<file path="src/logic/dcwu_params.svh">
// constants of the debug command and watchpoint unit
`ifndef DCWU_PARAMS_SVH
`define DCWU_PARAMS_SVH
// host command bytes
`define DCWU_CMD_REV 8'h00
`define DCWU_CMD_RSVD 8'h01
`define DCWU_CMD_STAT 8'h02
`define DCWU_CMD_CNT 8'h03
`define DCWU_CMD_WCTL 8'h04
`define DCWU_CMD_RCTL 8'h05
`define DCWU_CMD_WPC 8'h06
`define DCWU_CMD_RPC 8'h07
`define DCWU_CMD_WREG 8'h08
`define DCWU_CMD_RREG 8'h09
// apb byte offsets
`define DCWU_OFF_WCTL 8'h00
`define DCWU_OFF_WADDR 8'h04
`define DCWU_OFF_WDATA 8'h08
`define DCWU_OFF_CTL 8'h0C
`define DCWU_OFF_STAT 8'h10
`define DCWU_OFF_CNT 8'h14
`define DCWU_OFF_IST 8'h18
`define DCWU_OFF_IMSK 8'h1C
// watch control fields
`define DCWU_WCTL_WR 7
`define DCWU_WCTL_RD 6
`define DCWU_WCTL_DM 5
`define DCWU_WCTL_RSVD 4
`define DCWU_WCTL_AHI 3:0
`define DCWU_WCTL_RST 8'h00
// debug control and status fields
`define DCWU_CTL_DBG 7
`define DCWU_STAT_DBG 7
`define DCWU_STAT_RP 0
`define DCWU_RP_ON 1'b0
// runtime counter
`define DCWU_CNT_MAX 16'hFFFF
`define DCWU_CNT_ONE 16'h0001
// flash control register window
`define DCWU_FLASH_CTL 12'hFF8
`define DCWU_FLASH_HI 12'hFFB
// interrupt events
`define DCWU_EV_W 3
`define DCWU_EV_WATCH 0
`define DCWU_EV_REFUSE 1
`define DCWU_EV_FULL 2
`endif

</file>
<file path="src/logic/dcwu_pkg.sv">
// types of the debug command and watchpoint unit
package dcwu_pkg;
   typedef enum logic [1:0] {op_wr_pc, op_rd_pc, op_wr_reg, op_rd_reg} dcwu_op_t;
   typedef struct packed {
      logic valid;
      logic [7:0] code;
      logic [15:0] arg;
      logic [7:0] data;
   } dcwu_cmd_t;
   typedef struct packed {
      logic valid;
      logic [15:0] data;
   } dcwu_resp_t;
   typedef struct packed {
      logic rd;
      logic wr;
      logic [11:0] addr;
      logic [7:0] data;
   } dcwu_rf_access_t;
   typedef struct packed {
      logic valid;
      dcwu_op_t op;
      logic [15:0] addr;
      logic [7:0] data;
   } dcwu_core_req_t;
endpackage : dcwu_pkg

</file>
<file path="src/logic/dcwu_top.sv">
// debug command gate, runtime counter and register-file watchpoint
`timescale 1ns/1ns
`include "dcwu_params.svh"
module dcwu_top #(
   parameter logic [7:0] REVISION = 8'h01,
   parameter logic [7:0] MASS_ERASE_CODE = 8'h00
) (
   // clock and reset
   input wire logic ref_clk,
   input wire logic rst,
   // apb slave
   input wire logic psel,
   input wire logic penable,
   input wire logic pwrite,
   input wire logic [7:0] paddr,
   input wire logic [31:0] pwdata,
   output logic [31:0] prdata,
   output logic pready,
   output logic pslverr,
   // host commands
   input dcwu_pkg::dcwu_cmd_t cmd,
   output dcwu_pkg::dcwu_resp_t resp,
   output logic cmd_refused,
   // processor side
   input dcwu_pkg::dcwu_rf_access_t rf_acc,
   input dcwu_pkg::dcwu_resp_t core_ans,
   output dcwu_pkg::dcwu_core_req_t core_req,
   // option pin
   input wire logic read_protect_option,
   // status
   output logic debug_mode_flag,
   output logic read_protect_active,
   output logic irq
);
   // revision value is arbitrary

   logic [2:0] rp_sync;
   logic [7:0] watch_control_address_high;
   logic [7:0] watch_address_lo;
   logic [7:0] watch_data;
   logic [6:0] ctl_low;
   logic [15:0] runtime_cnt;
   logic dm_q;
   logic [`DCWU_EV_W-1:0] irq_status;
   logic [`DCWU_EV_W-1:0] irq_mask;
   logic [`DCWU_EV_W-1:0] ev;
   logic [`DCWU_EV_W-1:0] w1c;
   logic cmd_ok;
   logic watch_hit;
   logic cnt_exit;
   logic cnt_run;
   logic apb_setup;
   logic apb_wr;
   logic [7:0] debug_control_reg;
   logic [7:0] status_byte;
   logic [11:0] watch_address;

   function automatic logic in_flash(input logic [11:0] a);
      in_flash = (a >= `DCWU_FLASH_CTL) && (a <= `DCWU_FLASH_HI);
   endfunction : in_flash

   function automatic logic cmd_allowed(input logic [7:0] c, input logic d, input logic p,
                                        input logic [11:0] a, input logic [7:0] v);
      unique case (c)
         `DCWU_CMD_REV, `DCWU_CMD_STAT, `DCWU_CMD_WCTL, `DCWU_CMD_RCTL: cmd_allowed = 1'b1;
         `DCWU_CMD_CNT: cmd_allowed = d;
         `DCWU_CMD_WPC, `DCWU_CMD_RPC, `DCWU_CMD_RREG: cmd_allowed = d && !p;
         `DCWU_CMD_WREG: cmd_allowed = d && (!p || (in_flash(a) && (a != `DCWU_FLASH_CTL || v == MASS_ERASE_CODE)));
         default: cmd_allowed = 1'b0;
      endcase
   endfunction : cmd_allowed

   assign watch_address = {watch_control_address_high[`DCWU_WCTL_AHI], watch_address_lo};
   assign debug_control_reg = {debug_mode_flag, ctl_low};
   assign status_byte = {debug_mode_flag, 6'h00, read_protect_active};
   assign cmd_ok = cmd.valid && cmd_allowed(cmd.code, debug_mode_flag, read_protect_active,
                                            cmd.arg[11:0], cmd.data);
   assign watch_hit = (rf_acc.addr == watch_address)
      && ((rf_acc.wr && watch_control_address_high[`DCWU_WCTL_WR])
          || (rf_acc.rd && watch_control_address_high[`DCWU_WCTL_RD]))
      && (!watch_control_address_high[`DCWU_WCTL_DM] || rf_acc.data == watch_data);
   assign cnt_exit = !debug_mode_flag && dm_q;
   assign cnt_run = !debug_mode_flag && !dm_q && runtime_cnt != `DCWU_CNT_MAX;
   assign ev[`DCWU_EV_WATCH] = watch_hit;
   assign ev[`DCWU_EV_REFUSE] = cmd.valid && !cmd_ok;
   assign ev[`DCWU_EV_FULL] = cnt_run && runtime_cnt == `DCWU_CNT_MAX - `DCWU_CNT_ONE;
   assign apb_setup = psel && !penable;
   assign apb_wr = psel && penable && pready && pwrite && !pslverr;
   assign w1c = (apb_wr && paddr == `DCWU_OFF_IST) ? pwdata[`DCWU_EV_W-1:0] : '0;

   // option pin synchroniser, protected until settled
   always_ff @(posedge ref_clk or posedge rst) begin
      if (rst) begin
         rp_sync <= 3'h0;
      end else begin
         rp_sync <= {rp_sync[1:0], read_protect_option};
      end
   end

   always_ff @(posedge ref_clk or posedge rst) begin
      if (rst) begin
         read_protect_active <= 1'b1;
      end else if (rp_sync[2] == rp_sync[1]) begin
         read_protect_active <= (rp_sync[2] == `DCWU_RP_ON);
      end
   end

   // debug mode flag
   always_ff @(posedge ref_clk or posedge rst) begin
      if (rst) begin
         debug_mode_flag <= 1'b0;
      end else if (watch_hit) begin
         debug_mode_flag <= 1'b1;
      end else if (cmd_ok && cmd.code == `DCWU_CMD_WCTL) begin
         debug_mode_flag <= cmd.data[`DCWU_CTL_DBG] || (read_protect_active && debug_mode_flag);
      end
   end

   always_ff @(posedge ref_clk or posedge rst) begin
      if (rst) begin
         ctl_low <= 7'h00;
      end else if (cmd_ok && cmd.code == `DCWU_CMD_WCTL) begin
         ctl_low <= cmd.data[6:0];
      end
   end

   // runtime counter
   always_ff @(posedge ref_clk or posedge rst) begin
      if (rst) begin
         dm_q <= 1'b0;
         runtime_cnt <= 16'h0000;
      end else begin
         dm_q <= debug_mode_flag;
         if (cnt_exit) begin
            runtime_cnt <= 16'h0000;
         end else if (cnt_run) begin
            runtime_cnt <= runtime_cnt + `DCWU_CNT_ONE;
         end
      end
   end

   // host response
   always_ff @(posedge ref_clk or posedge rst) begin
      if (rst) begin
         resp <= '0;
         cmd_refused <= 1'b0;
      end else begin
         resp.valid <= 1'b0;
         cmd_refused <= cmd.valid && !cmd_ok;
         if (cmd_ok && cmd.code == `DCWU_CMD_REV) begin
            resp <= '{valid: 1'b1, data: {8'h00, REVISION}};
         end else if (cmd_ok && cmd.code == `DCWU_CMD_STAT) begin
            resp <= '{valid: 1'b1, data: {8'h00, status_byte}};
         end else if (cmd_ok && cmd.code == `DCWU_CMD_CNT) begin
            resp <= '{valid: 1'b1, data: runtime_cnt};
         end else if (cmd_ok && cmd.code == `DCWU_CMD_RCTL) begin
            resp <= '{valid: 1'b1, data: {8'h00, debug_control_reg}};
         end else if (core_ans.valid) begin
            resp <= core_ans;
         end
      end
   end

   // processor requests
   always_ff @(posedge ref_clk or posedge rst) begin
      if (rst) begin
         core_req <= '0;
      end else begin
         core_req.valid <= 1'b0;
         if (cmd_ok && cmd.code >= `DCWU_CMD_WPC && cmd.code <= `DCWU_CMD_RREG) begin
            core_req.valid <= 1'b1;
            core_req.op <= dcwu_pkg::dcwu_op_t'(cmd.code[1:0] - 2'h2);
            core_req.addr <= cmd.arg;
            core_req.data <= cmd.data;
         end
      end
   end

   // watchpoint registers
   always_ff @(posedge ref_clk or posedge rst) begin
      if (rst) begin
         watch_control_address_high <= `DCWU_WCTL_RST;
      end else begin
         if (apb_wr && paddr == `DCWU_OFF_WCTL) begin
            watch_control_address_high <= pwdata[7:0];
            watch_control_address_high[`DCWU_WCTL_RSVD] <= 1'b0;
         end
         if (read_protect_active) begin
            watch_control_address_high[`DCWU_WCTL_WR] <= 1'b0;
            watch_control_address_high[`DCWU_WCTL_RD] <= 1'b0;
            watch_control_address_high[`DCWU_WCTL_DM] <= 1'b0;
         end
      end
   end

   always_ff @(posedge ref_clk or posedge rst) begin
      if (rst) begin
         watch_address_lo <= 8'h00;
         watch_data <= 8'h00;
      end else begin
         if (apb_wr && paddr == `DCWU_OFF_WADDR) begin
            watch_address_lo <= pwdata[7:0];
         end
         if (apb_wr && paddr == `DCWU_OFF_WDATA) begin
            watch_data <= pwdata[7:0];
         end
      end
   end

   // interrupt status, set wins over clear
   always_ff @(posedge ref_clk or posedge rst) begin
      if (rst) begin
         irq_status <= '0;
         irq_mask <= '0;
         irq <= 1'b0;
      end else begin
         irq_status <= (irq_status & ~w1c) | ev;
         irq <= |(irq_status & irq_mask);
         if (apb_wr && paddr == `DCWU_OFF_IMSK) begin
            irq_mask <= pwdata[`DCWU_EV_W-1:0];
         end
      end
   end

   // apb answer, one wait-free access phase
   always_ff @(posedge ref_clk or posedge rst) begin
      if (rst) begin
         pready <= 1'b0;
         pslverr <= 1'b0;
         prdata <= 32'h0000_0000;
      end else begin
         pready <= apb_setup;
         if (apb_setup) begin
            pslverr <= 1'b0;
            prdata <= 32'h0000_0000;
            unique case (paddr)
               `DCWU_OFF_WCTL: prdata[7:0] <= watch_control_address_high;
               `DCWU_OFF_WADDR: prdata[7:0] <= watch_address_lo;
               `DCWU_OFF_WDATA: prdata[7:0] <= watch_data;
               `DCWU_OFF_CTL: prdata[7:0] <= debug_control_reg;
               `DCWU_OFF_STAT: prdata[7:0] <= status_byte;
               `DCWU_OFF_CNT: prdata[15:0] <= runtime_cnt;
               `DCWU_OFF_IST: prdata[`DCWU_EV_W-1:0] <= irq_status;
               `DCWU_OFF_IMSK: prdata[`DCWU_EV_W-1:0] <= irq_mask;
               default: pslverr <= 1'b1;
            endcase
         end
      end
   end
endmodule : dcwu_top

</file>
<file path="config.mk">
export PLATFORM = sky130hd
export DESIGN_NAME = dcwu_top
export DESIGN_NICKNAME = d
export VERILOG_FILES = /design/src/logic/dcwu_pkg.sv /design/src/logic/dcwu_top.sv
export VERILOG_INCLUDE_DIRS = /design/src /design/src/logic
export SDC_FILE = /design/constraint.sdc
export NUM_CORES = 1
export LEC_CHECK = 0
export ABC_AREA = 1
export BUFFER_PORTS_ARGS = -buffer_cell sky130_fd_sc_hd__buf_2
export CAP_MARGIN = 20
export CORE_MARGIN = 4
export CORE_UTILIZATION = 55
export DETAILED_ROUTE_END_ITERATION = 10
export GPL_ROUTABILITY_DRIVEN = 1
export PLACE_DENSITY = 0.85
export SYNTH_ARGS = -nofsm -noshare
export SYNTH_HDL_FRONTEND = slang
export SYNTH_SLANG_ARGS = --single-unit
</file>
<file path="constraint.sdc">
create_clock -name ref_clk -period 10.4 [get_ports ref_clk]
set_input_delay 1.04 -clock ref_clk [delete_from_list [all_inputs] [get_ports ref_clk]]
set_output_delay 1.04 -clock ref_clk [all_outputs]
set_load 0.01 [all_outputs]
</file>
==> qor.yml <==
status:
  status: "complete, no violations"
sta:
  fin_crit_sh: 0.275
  finalHoldViolCount: 0
  period_needed_ns: 2.85
  setup_viol: 0
  rsz0062_at_grt: "no"
  worst_slew_pin_slew_ns: 0.904
  holdWs_ns: 0.347
  timing.fmax_mhz: 350
  slew_viol_final: 0
  setup_ws_ns: 7.55
  finalSetupTns_ns: 0
  skew_ns: 0.00635
  relSlewSlack: 0.396
route:
  ant_nets: 0
  highest_layer: "met4"
  drc: 0
  drtPass1Iterations: 6
  wl_met2_um: 8460
  wl_um: 17000
  drt_iter0_markers: 531
  route.met3.wl_um: 1290
  drt-met1-wl_um: 6800
  viasPerCell: 5.32
  wl_per_cell_um: 15.4
  vias: 5882
power:
  intPower_mw: 0.947
  p_per_area_nw_per_um2: 166
  p_seq_frac: 0.416
  p_clk_frac: 0.468
  power_mw: 1.27
  p_switching_mw: 0.328
  ir_worst_vdd_uv: 169
  sw_frac_of_total: 0.257
  p_comb_frac: 0.116
  p_leak_nw: 4.14
setup_path:
  crit_type: "primary input to flop"
  slowest_stage: "nand3_1"
  reg2reg_setup_slack_ns: 7.89
  ff2ff_path_depth: 11
  path_depth: 12
  r2r-end: "runtime_cnt[13]"
  crit_buf_inv: 4
  critPathMaxFanout: 25
  start_kind: "primary input"
  critPathMaxStageDelay_ns: 0.66
  path_common_cell: "nand2_1"
  cp_top_family: "simple AND/OR/NAND/NOR gates"
  worstPathRequired_ns: 10.75
  r2r_start: "runtime_cnt[0]"
  endpoint_kind: "flop"
  crit_chain: "buf_2 -> nor2_1 -> nand3_1 -> inv_1 -> nand3_1 -> nand2_1 -> inv_1 -> nand2_1 -> nand2_1 -> clkinv_2 -> nand2_1 -> nand2_1"
  cp.arrival_ns: 3.20
global_routing:
  grt_pass1_wl_um: 27000
  grt_use_total: 0.260
  grt_pass1_vias: 5510
  grt_max_degree: 70
  antenna_found_initial: 1
  overflow: 0
yosys:
  synth-seq-cells: 122
  synth_top_area_frac: 0.482
  yosysWarnings: 0
  async_reset_ff_frac: 1.00
  synth.area.top_cells: "dfrtp_1, nand2_1, o21ai_0"
  synthFlopType: "dfrtp_1"
  synth_cell_type_count: 45
  yosys.area.top_type: "dfrtp_1"
  seq_area_frac_synth: 0.487
  synth_edf_count: 0
  synth.avg_cell_area_um2: 7.92
  postSynthCellCount: 792
  netlist_area_um2: 6280
hold_path:
  hold_end: "rp_sync[1]"
  whs_path_depth: 0
  hp-start: "rp_sync[0]"
  min_path_type: "flop to flop"
floorplan:
  die_area_um2: 13200
  core_area_um2: 11000
  die_y_um: 115
  start_util: 0.571
  fp-row-count: 38
  ios: 200
  die_w_um: 115
clocking:
  cts_setup_buffers: 0
  clock_path_buffers: 2
  cts_resized: 0
  cts_made_buffers: 17
  cts.root.buffer_cell: "clkbuf_16"
  insertion_delay_ns: 0.41
  cts_tree: "yes"
  htree_levels: 4
  clk_pin_slew_worst_paths_ns: 0.05
  cts_sinks: 122
  hold_buffers: 0
placed_design:
  preCtsSetupSlack_ns: 7.18
  placed_area_um2: 7080
  gp_congestion: 0.960
  dp.cells: 1071
  dp_hpwl_um: 12500
  io_buffers: 159
cells_and_area:
  finalInstanceArea_um2: 7690
  fin_nets: 1070
  final_cells: 1105
  n_fill_cell: 877
  layout-drive-gt1-share: 0.234
  final_util: 0.700
  areaGrowthSynthToFinish_pct: 22.5
job:
  max-cap-violations: 0
-- synth_stat cells (all sizes together) (5+ instances only) --
library cell	instances
a21oi	13
buf	27
clkbuf	9
dfrtp	121
inv	86
nand2	263
nand3	41
nand4	14
nor2	37
nor3	17
o21ai	93
o22ai	8
o31ai	8
or2	5
xnor2	8
xor2	12
-- final cells by class --
class                           count  area, µm²  share of cell area
Tap cell                          140        175              0.0228
Timing Repair Buffer              160        803               0.104
Antenna cell                        2       5.00            0.000651
Inverter                           89        339              0.0441
Clock inverter                     11        144              0.0187
Multi-Input combinational cell    560       2710               0.352
Clock buffer                       21        460              0.0599
Sequential cell                   122       3050               0.397
-- cells by family (layout without fill, tap and decap cells) --
logic type,count (synthesis),after routing,synth area share
AND/OR/NAND/NOR,382,382,0.260
AO/OA/AOI/OAI,140,140,0.130
buffers and inverters,125,281,0.0909
flip-flops,122,122,0.487
XOR/XNOR,20,20,0.0279
adder cells (fa/ha/maj),2,2,0.00399
other,1,18,0.000598
-- power groups by stage --
stage,sequential (mW),clock [mW],combinational [mW]
finish,0.530,0.597,0.148
global route,0.532,0.624,0.167
CTS,0.528,0.600,0.148
detailed placement,0.536,0,0.145
global placement,0.535,0,0.141
floorplan,0.535,0,0.0900
-- worst max path at each step --
stage | startpoint | endpoint
global placement | cmd[28] | resp[14]
detailed placement | cmd[28] | resp[14]
CTS | cmd[28] | resp[3]
floorplan | rst | cmd_refused
finish | cmd[28] | resp[3]
global route | cmd[28] | resp[3]
-- cells in the final DEF, fill, tap and decap left out, drive strengths merged, types with 2 or more instances in the layout --
| cell type | synthesis | final |
|---|---|---|
| a21o | 2 | 2 |
| a21oi | 13 | 13 |
| a22o | 2 | 2 |
| a22oi | 2 | 2 |
| a31oi | 4 | 4 |
| buf | 27 | 160 |
| bufinv | 0 | 3 |
| clkbuf | 9 | 21 |
| clkinv | 3 | 6 |
| clkinvlp | 0 | 4 |
| conb | 1 | 16 |
| dfrtp | 121 | 121 |
| diode | 0 | 2 |
| ha | 2 | 2 |
| inv | 86 | 87 |
| nand2 | 263 | 263 |
| nand3 | 41 | 41 |
| nand4 | 14 | 14 |
| nor2 | 37 | 37 |
| nor3 | 17 | 17 |
| nor4 | 4 | 4 |
| o2111ai | 2 | 2 |
| o211ai | 3 | 3 |
| o21ai | 93 | 93 |
| o22ai | 8 | 8 |
| o31ai | 8 | 8 |
| or2 | 5 | 5 |
| xnor2 | 8 | 8 |
| xor2 | 12 | 12 |
-- sequential cells by signal, summed over array words and instances, names as in the netlist, 3 cells and up --
| signal | cells |
|---|---|
| watch_data | 8 |
| watch_address_lo | 8 |
| core_req | 27 |
| resp | 17 |
| irq_status | 3 |
| prdata | 16 |
| ctl_low | 7 |
| irq_mask | 3 |
| rp_sync | 3 |
| runtime_cnt | 16 |
| watch_control_address_high | 7 |
-- routing by layer --
metal,global-route usage,vias up
met5,0,-
met4,0.0947,0
met3,0.0558,38
met2,0.435,260
met1,0.337,2728
li1,-,2856
(Power assumes the default switching activity.)
